$ cat config.mk
export PLATFORM = sky130hd
export DESIGN_NAME = arrs_readout_top
export DESIGN_NICKNAME = d
export VERILOG_FILES = /design/src/verilog/arrs_pkg.sv /design/src/verilog/arrs_conv_if.sv /design/src/verilog/arrs_readout_top.sv /design/src/verilog/arrs_sar_core.sv
export SDC_FILE = /design/constraint.sdc
export NUM_CORES = 1
export LEC_CHECK = 0
export BUFFER_PORTS_ARGS = -buffer_cell sky130_fd_sc_hd__buf_4
export CAP_MARGIN = 20
export CORE_ASPECT_RATIO = 0.5
export CORE_UTILIZATION = 54
export CTS_BUF_LIST = sky130_fd_sc_hd__clkbuf_16
export DETAILED_ROUTE_END_ITERATION = 10
export PLACE_DENSITY = 0.76
export SLEW_MARGIN = 20
export SYNTH_ARGS = -nofsm -noshare
export SYNTH_HDL_FRONTEND = slang
export SYNTH_SLANG_ARGS = --single-unit
$ cat constraint.sdc
create_clock -name ref_clk -period 2.3 [get_ports ref_clk]
set_clock_uncertainty 0.1 [all_clocks]
set_input_delay 0.46 -clock ref_clk [delete_from_list [all_inputs] [get_ports ref_clk]]
set_output_delay 0.46 -clock ref_clk [all_outputs]
set_load 0.01 [all_outputs]
$ cat src/verilog/arrs_pkg.sv
package arrs_pkg;
   // Width of the host data port and result words
   localparam int DATA_W = 10;
   // Control word bit that selects paired sampling
   localparam int CTRL_PAIR_BIT = 6;
   // Control register value after reset
   localparam logic [9:0] CTRL_RST = 10'h000;
   // Result register value after reset
   localparam logic [9:0] RES_RST = 10'h000;
   // Word driven when a read cuts a conversion short
   localparam logic [9:0] INVALID_DATA = 10'h3FF;
   // Acquisition length, in conversion clock cycles (middle of 4.5 to 5.5)
   localparam int ACQ_CONVERSION_CLOCK_IN = 5;
   // Length of one conversion, in conversion clock cycles
   localparam int CONV_CONVERSION_CLOCK_IN = 14;
   // Width of the cycle counter in the sequencer
   localparam int CNT_W = 4;
   localparam logic [3:0] ACQ_LAST = 4'(ACQ_CONVERSION_CLOCK_IN - 1);
   localparam logic [3:0] CONV_LAST = 4'(CONV_CONVERSION_CLOCK_IN - 1);
   localparam logic [3:0] CNT_ZERO = 4'h0;
   localparam logic [3:0] CNT_ONE = 4'h1;

   // Sequencer states
   typedef enum logic [1:0] {
      ARRS_IDLE = 2'b00,
      ARRS_ACQ = 2'b01,
      ARRS_CONV1 = 2'b10,
      ARRS_CONV2 = 2'b11
   } arrs_seq_t;
endpackage

$ cat src/verilog/arrs_conv_if.sv
`timescale 1ns/1ps
interface arrs_conv_if;
   logic start;    // Begin acquisition and conversions
   logic abort;    // Stop any sequence at once
   logic paired;   // Run a second conversion after the first
   logic clk_edge; // One ref_clk cycle per conversion clock rising edge
   logic busy;     // Sequence in progress
   logic done1;    // First conversion finished this cycle
   logic done2;    // Second conversion finished this cycle

   modport ctl(output start, output abort, output paired, output clk_edge,
               input busy, input done1, input done2);
   modport core(input start, input abort, input paired, input clk_edge,
                output busy, output done1, output done2);
endinterface

$ cat src/verilog/arrs_readout_top.sv
`timescale 1ns/1ps
module arrs_readout_top (
   input wire logic ref_clk,
   input wire logic nrst,
   input wire logic cs_n,                     // Chip select pin
   input wire logic rd_n,                     // Read strobe pin
   input wire logic wr_n,                     // Write strobe pin
   input wire logic conversion_clock_in,      // Conversion clock pin
   input wire logic [9:0] host_data_port_in,  // Data port, pin level
   output logic [9:0] host_data_port_out,     // Data port, driven value
   output logic host_data_port_oe,            // Data port drive enable
   input wire logic [9:0] conv_sample,        // Digitised value from the analog side
   output logic busy_int,                     // High when idle, low while converting
   output logic [9:0] control_word            // Current control register
);
   // All port logic state
   typedef struct packed {
      logic [1:0] cs_sync;     // Chip select synchroniser
      logic [1:0] rd_sync;     // Read strobe synchroniser
      logic [1:0] wr_sync;     // Write strobe synchroniser
      logic [1:0] ck_sync;     // Conversion clock synchroniser
      logic [9:0] db_sync1;    // Data port first stage
      logic [9:0] db_sync2;    // Data port second stage
      logic rd_prev;           // Delayed read strobe
      logic wr_prev;           // Delayed write strobe
      logic ck_prev;           // Delayed conversion clock
      logic wr_taken;          // A write is in flight
      logic [9:0] ctrl;        // Control register
      logic [9:0] res1;        // First result register
      logic [9:0] res2;        // Second result register
      logic ptr;               // Read pointer, high selects second result
      logic [9:0] dout;        // Word on the data port
      logic busy_int;          // Busy/interrupt output
   } arrs_top_t;

   arrs_top_t s_ff;
   arrs_top_t nxt_s;
   logic cs_lo;
   logic rd_lo;
   logic wr_lo;
   logic wr_fall;
   logic wr_rise;
   logic rd_fall;
   logic paired;

   arrs_conv_if cv();

   // Sequencer for acquisition and conversions
   arrs_sar_core u_core (
      .ref_clk(ref_clk),
      .nrst(nrst),
      .cv(cv.core)
   );

   // Strobe levels and edges after synchronising
   assign cs_lo = ~s_ff.cs_sync[1];
   assign rd_lo = ~s_ff.rd_sync[1];
   assign wr_lo = ~s_ff.wr_sync[1];
   assign wr_fall = s_ff.wr_prev & wr_lo & cs_lo & ~rd_lo;
   assign wr_rise = ~s_ff.wr_prev & ~wr_lo & s_ff.wr_taken;
   assign rd_fall = s_ff.rd_prev & rd_lo & cs_lo & ~wr_lo;
   assign paired = s_ff.ctrl[arrs_pkg::CTRL_PAIR_BIT];

   // Requests to the sequencer
   assign cv.start = wr_rise;
   assign cv.abort = wr_fall | (rd_fall & cv.busy);
   assign cv.paired = paired;
   assign cv.clk_edge = s_ff.ck_sync[1] & ~s_ff.ck_prev;

   // Timing of a write, counted from the pin edge:
   // two synchroniser stages, then the edge stage,
   // so the strobe edge is acted on about three clocks late.
   // The control word lands on that same third clock.
   // Busy is forced idle at the same clock, which aborts
   // whatever the sequencer was doing.
   // The rising write strobe starts acquisition.
   // Timing of a read, counted from the pin edge:
   // the drive enable follows the synchronised strobes,
   // and the data word is loaded on the third clock, one after the enable.
   // A read during a sequence aborts it and shows a fixed
   // invalid word; the pointer is left where it was.
   // Hazard: the conversion clock is sampled as data,
   // so it must run well below half the system clock.
   // Next value of all port state
   always_comb begin
      nxt_s = s_ff;
      // Two-stage synchronisers on every pin
      nxt_s.cs_sync = {s_ff.cs_sync[0], cs_n};
      nxt_s.rd_sync = {s_ff.rd_sync[0], rd_n};
      nxt_s.wr_sync = {s_ff.wr_sync[0], wr_n};
      nxt_s.ck_sync = {s_ff.ck_sync[0], conversion_clock_in};
      nxt_s.db_sync1 = host_data_port_in;
      nxt_s.db_sync2 = s_ff.db_sync1;
      nxt_s.rd_prev = s_ff.rd_sync[1];
      nxt_s.wr_prev = s_ff.wr_sync[1];
      nxt_s.ck_prev = s_ff.ck_sync[1];
      // Write strobe falling: load control, restart pointer
      if (wr_fall) begin
         nxt_s.ctrl = s_ff.db_sync2;
         nxt_s.wr_taken = 1'b1;
         nxt_s.ptr = 1'b0;
      end else if (wr_rise) begin
         nxt_s.wr_taken = 1'b0;
      end
      // Results land as each conversion ends
      if (cv.done1) begin
         nxt_s.res1 = conv_sample;
      end
      if (cv.done2) begin
         nxt_s.res2 = conv_sample;
      end
      // Read strobe falling: choose the word to drive
      if (rd_fall) begin
         if (cv.busy) begin
            nxt_s.dout = arrs_pkg::INVALID_DATA;
         end else if (paired) begin
            nxt_s.dout = s_ff.ptr ? s_ff.res2 : s_ff.res1;
            nxt_s.ptr = ~s_ff.ptr;
         end else begin
            nxt_s.dout = s_ff.res1;
            nxt_s.ptr = 1'b0;
         end
      end
      // Busy/interrupt: forced high by a write, low while sequencing
      if (wr_fall) begin
         nxt_s.busy_int = 1'b1;
      end else if (cv.start) begin
         nxt_s.busy_int = 1'b0;
      end else if (cv.abort | cv.done2 | (cv.done1 & ~paired)) begin
         nxt_s.busy_int = 1'b1;
      end
   end

   // State register
   always_ff @(posedge ref_clk or negedge nrst) begin
      if (!nrst) begin
         // Strobes reset to their idle high level, so no false edge
         s_ff <= '{
            cs_sync: 2'h3,
            rd_sync: 2'h3,
            wr_sync: 2'h3,
            ck_sync: 2'h0,
            db_sync1: 10'h000,
            db_sync2: 10'h000,
            rd_prev: 1'b1,
            wr_prev: 1'b1,
            ck_prev: 1'b0,
            wr_taken: 1'b0,
            ctrl: arrs_pkg::CTRL_RST,
            res1: arrs_pkg::RES_RST,
            res2: arrs_pkg::RES_RST,
            ptr: 1'b0,
            dout: arrs_pkg::RES_RST,
            busy_int: 1'b1
         };
      end else begin
         s_ff <= nxt_s;
      end
   end

   // Port drive only while selected and reading
   assign host_data_port_oe = cs_lo & rd_lo & ~wr_lo;
   assign host_data_port_out = s_ff.dout;
   assign busy_int = s_ff.busy_int;
   assign control_word = s_ff.ctrl;
endmodule // arrs_readout_top

$ cat src/verilog/arrs_sar_core.sv
`timescale 1ns/1ps
module arrs_sar_core (
   input wire logic ref_clk,
   input wire logic nrst,
   arrs_conv_if.core cv
);
   // All sequencer state
   typedef struct packed {
      arrs_pkg::arrs_seq_t st;
      logic [3:0] cnt;
   } arrs_core_t;

   arrs_core_t s_ff;
   arrs_core_t nxt_s;
   logic nxt_done1;
   logic nxt_done2;

   // Next state: acquire, then one or two conversions
   always_comb begin
      nxt_s = s_ff;
      nxt_done1 = 1'b0;
      nxt_done2 = 1'b0;
      if (cv.abort) begin
         // Abort beats everything
         nxt_s.st = arrs_pkg::ARRS_IDLE;
         nxt_s.cnt = arrs_pkg::CNT_ZERO;
      end else begin
         case (s_ff.st)
            arrs_pkg::ARRS_IDLE: begin
               // Wait for the write strobe to rise
               if (cv.start) begin
                  nxt_s.st = arrs_pkg::ARRS_ACQ;
                  nxt_s.cnt = arrs_pkg::CNT_ZERO;
               end
            end
            arrs_pkg::ARRS_ACQ: begin
               // Track the inputs for the acquisition time
               if (cv.clk_edge) begin
                  if (s_ff.cnt == arrs_pkg::ACQ_LAST) begin
                     nxt_s.st = arrs_pkg::ARRS_CONV1;
                     nxt_s.cnt = arrs_pkg::CNT_ZERO;
                  end else begin
                     nxt_s.cnt = s_ff.cnt + arrs_pkg::CNT_ONE;
                  end
               end
            end
            arrs_pkg::ARRS_CONV1: begin
               // First conversion
               if (cv.clk_edge) begin
                  if (s_ff.cnt == arrs_pkg::CONV_LAST) begin
                     nxt_done1 = 1'b1;
                     nxt_s.cnt = arrs_pkg::CNT_ZERO;
                     nxt_s.st = cv.paired ? arrs_pkg::ARRS_CONV2 : arrs_pkg::ARRS_IDLE;
                  end else begin
                     nxt_s.cnt = s_ff.cnt + arrs_pkg::CNT_ONE;
                  end
               end
            end
            default: begin
               // Second conversion of a pair
               if (cv.clk_edge) begin
                  if (s_ff.cnt == arrs_pkg::CONV_LAST) begin
                     nxt_done2 = 1'b1;
                     nxt_s.cnt = arrs_pkg::CNT_ZERO;
                     nxt_s.st = arrs_pkg::ARRS_IDLE;
                  end else begin
                     nxt_s.cnt = s_ff.cnt + arrs_pkg::CNT_ONE;
                  end
               end
            end
         endcase
      end
   end

   // Status back to the port logic
   assign cv.busy = (s_ff.st != arrs_pkg::ARRS_IDLE);
   assign cv.done1 = nxt_done1;
   assign cv.done2 = nxt_done2;

   // State register
   always_ff @(posedge ref_clk or negedge nrst) begin
      if (!nrst) begin
         s_ff <= '{st: arrs_pkg::ARRS_IDLE, cnt: arrs_pkg::CNT_ZERO};
      end else begin
         s_ff <= nxt_s;
      end
   end
endmodule // arrs_sar_core

==> results_dict.tcl <==
set metrics [dict create \
    wl_met3_um 352 \
    ys_seq_elements 80 \
    via_count 2010 \
    synth_edf_count 0 \
    ys_dominant_reg_cell "dfrtp_1" \
    tightest_slew_ps 641 \
    hpwl_um 3980 \
    netlist_area_um2 3240 \
    status "finished with violations" \
    setup_tns_ps 0 \
    yosysMostFrequentCell "dfrtp_1" \
    wl_per_cell_um 16.1 \
    synthArstFlopShare_pct 100 \
    cp_max_fo 10 \
    grt_use_total_pct 20.5 \
    synth.top_cells.by_area "dfrtp_1 55%, dfstp_2 7.3%, buf_4 4.9%" \
    clock_latency_ps 330 \
    firstDrtPassIters 7 \
    cts_buffers 9 \
    avgSynthCellArea_um2 12.6 \
    power_density_nw_per_um2 966 \
    netlist_instances 257 \
    grt_max_degree 45 \
    h-tree-depth 3 \
    final.min_clock_period_ps 2000 \
    rsz0062_at_grt "no" \
    final_nets 321 \
    crit_type "reg -> reg" \
    setup_viol 0 \
    cts_sinks 80 \
    cp-start-kind "flop" \
    hold_path_class "in -> reg" \
    cp-end-kind "flop" \
    highest_layer "met4" \
    dr.first_iter.drc_count 94 \
    p_total_mw 3.68 \
    core_um2 5630 \
    drc_errors 2 \
    worstPathArrival_ps 2110 \
    yosysSeqAreaShare_pct 62.1 \
    drv_cap 0 \
    clkTransAtPathRegs_ps 60 \
    start_util_pct 57.6 \
    cts-hold-fix-buffers 1 \
    die_w_um 112 \
    finalCritPeriodShare_pct 87.1 \
    wl_met1_um 2640 \
    io_pins 48 \
    relSlewSlack_pct 57.2 \
    peakVddDrop_mv 0.436 \
    die-area_um2 6340 \
    yosys.area.top_type_share_pct 54.8 \
    grt_pass1_vias 2045 \
    dp.cells 353 \
    whs_ps 134 \
    slew_viol_final 0 \
    vias_per_cell 5.43 \
    final_cells 370 \
    diodes 0 \
    p_leak_nw 1.83 \
    routed_wl_um 5940 \
    final_hold_viol_count 0 \
    clock_path_buffers 2 \
    antenna_found_initial 0 \
    port_buffers 47 \
    areaGrowthSynthToFinish_pct 17.4 \
    root_buffer "clkbuf_16" \
    ant_nets 0 \
    post_cts_buffers 0 \
    drive_gt1_share_pct 33.7 \
    yosys_warnings 0 \
    tritoncts "yes" \
    gp_routability_congestion 0.855 \
    die-height_um 56.8 \
    ctsResizeCount 0 \
    required_ps 2410 \
    fmax_ghz 0.499 \
    gr-total-overflow 0 \
    yosys.area.top_type "dfrtp_1" \
    wl_met2_um 2850 \
    grt_pass1_wl_um 9720 \
    rows 19 \
    synth_cell_types 44 \
    violations "DRC" \
    synth_commonest_cells "71 x dfrtp_1, 37 x nand2_1, 21 x buf_4, 15 x a21oi_1, 15 x nor2_1" \
    synthesis.nets 286 \
]
[registers in the layout, summed over array words and instances, names as in the netlist]
register,count
busy_int,1
host_data_port_out,10
control_word,10
u_core.s_ff,6
nxt_s,17
s_ff,36
[report_power, final]
part           switching (mW)  internal, mW  leakage, nW  total, mW
Sequential              0.148          1.59        0.959       1.74
Clock                   0.548         0.730        0.137       1.28
Combinational           0.349         0.313        0.739      0.661
[placed cells by master, fill, tap and decap left out, types with 3 or more instances in the layout]
cell type / instances
mux2_4: 10
mux2_2: 10
nand2_1: 37
nand4_1: 4
nand4bb_1: 3
dfrtp_1: 71
buf_4: 50
clkbuf_16: 9
nor2_1: 15
mux2i_1: 11
dfstp_2: 9
ha_1: 3
a21oi_1: 15
inv_1: 9
[worst paths after layout]
check / cells after the start / slack [ps] / startpoint / to
setup / recovery: 6 / 300 / u_core.s_ff[1]$_DFFE_PN0P_ / s_ff[20]$_DFFE_PN0P_
hold / removal: 1 / 130 / host_data_port_in[7] / nxt_s[53]$_DFF_PN0_
setup reg to reg: 6 / 300 / u_core.s_ff[1]$_DFFE_PN0P_ / s_ff[20]$_DFFE_PN0P_
hold reg to reg: 0 / 250 / nxt_s[67]$_DFF_PN0_ / nxt_s[43]$_DFF_PN0_
max in group asynchronous: 3 / 930 / nrst / busy_int$_DFFE_PN1P_
min in group asynchronous: 2 / 520 / nrst / nxt_s[48]$_DFF_PN0_
[worst max-delay path, stage by stage, from the launching register on]
cell	delay, ps
dfrtp_1	430
inv_1	100
ha_1	150
nand4_1	220
nor3_4	210
and3_4	360
mux2_4	320
[cell type report]
| type | count | area [µm²] |
|---|---|---|
| Inverter | 8 | 30.0 |
| Tap cell | 73 | 91.3 |
| Clock buffer | 9 | 225 |
| Fill cell | 404 | 1830 |
| Clock inverter | 7 | 46.3 |
| Timing Repair Buffer | 52 | 405 |
| Multi-Input combinational cell | 141 | 997 |
| Sequential cell | 80 | 2010 |
[logic make-up after synthesis]
group,count (synthesis),synth area share [%]
AO/OA/AOI/OAI,30,5.75
adder cells (fa/ha/maj),3,1.16
buffers and inverters,36,7.18
AND/OR/NAND/NOR,77,12.3
flip-flops,80,62.1
multiplexers,31,11.5
[metrics by stage]
stage | worst slack (ps) | area, µm² | util, %
2_1_floorplan | 482 | 3240 | -
3_3_place_gp | 372 | 3530 | 62.6
3_5_place_dp | 326 | 3530 | 62.6
4_1_cts | 302 | 3810 | 67.6
5_1_grt | 232 | 3810 | 67.6
6_report | 296 | 3810 | 67.6
[metal layers]
metal / GRT usage (%) / vias to the layer above
li1: - / 934
met1: 26.6 / 998
met2: 31.8 / 65
met3: 7.02 / 13
met4: 8.69 / 0
met5: 0 / -
No activity file was read; power rests on OpenSTA's default activity.
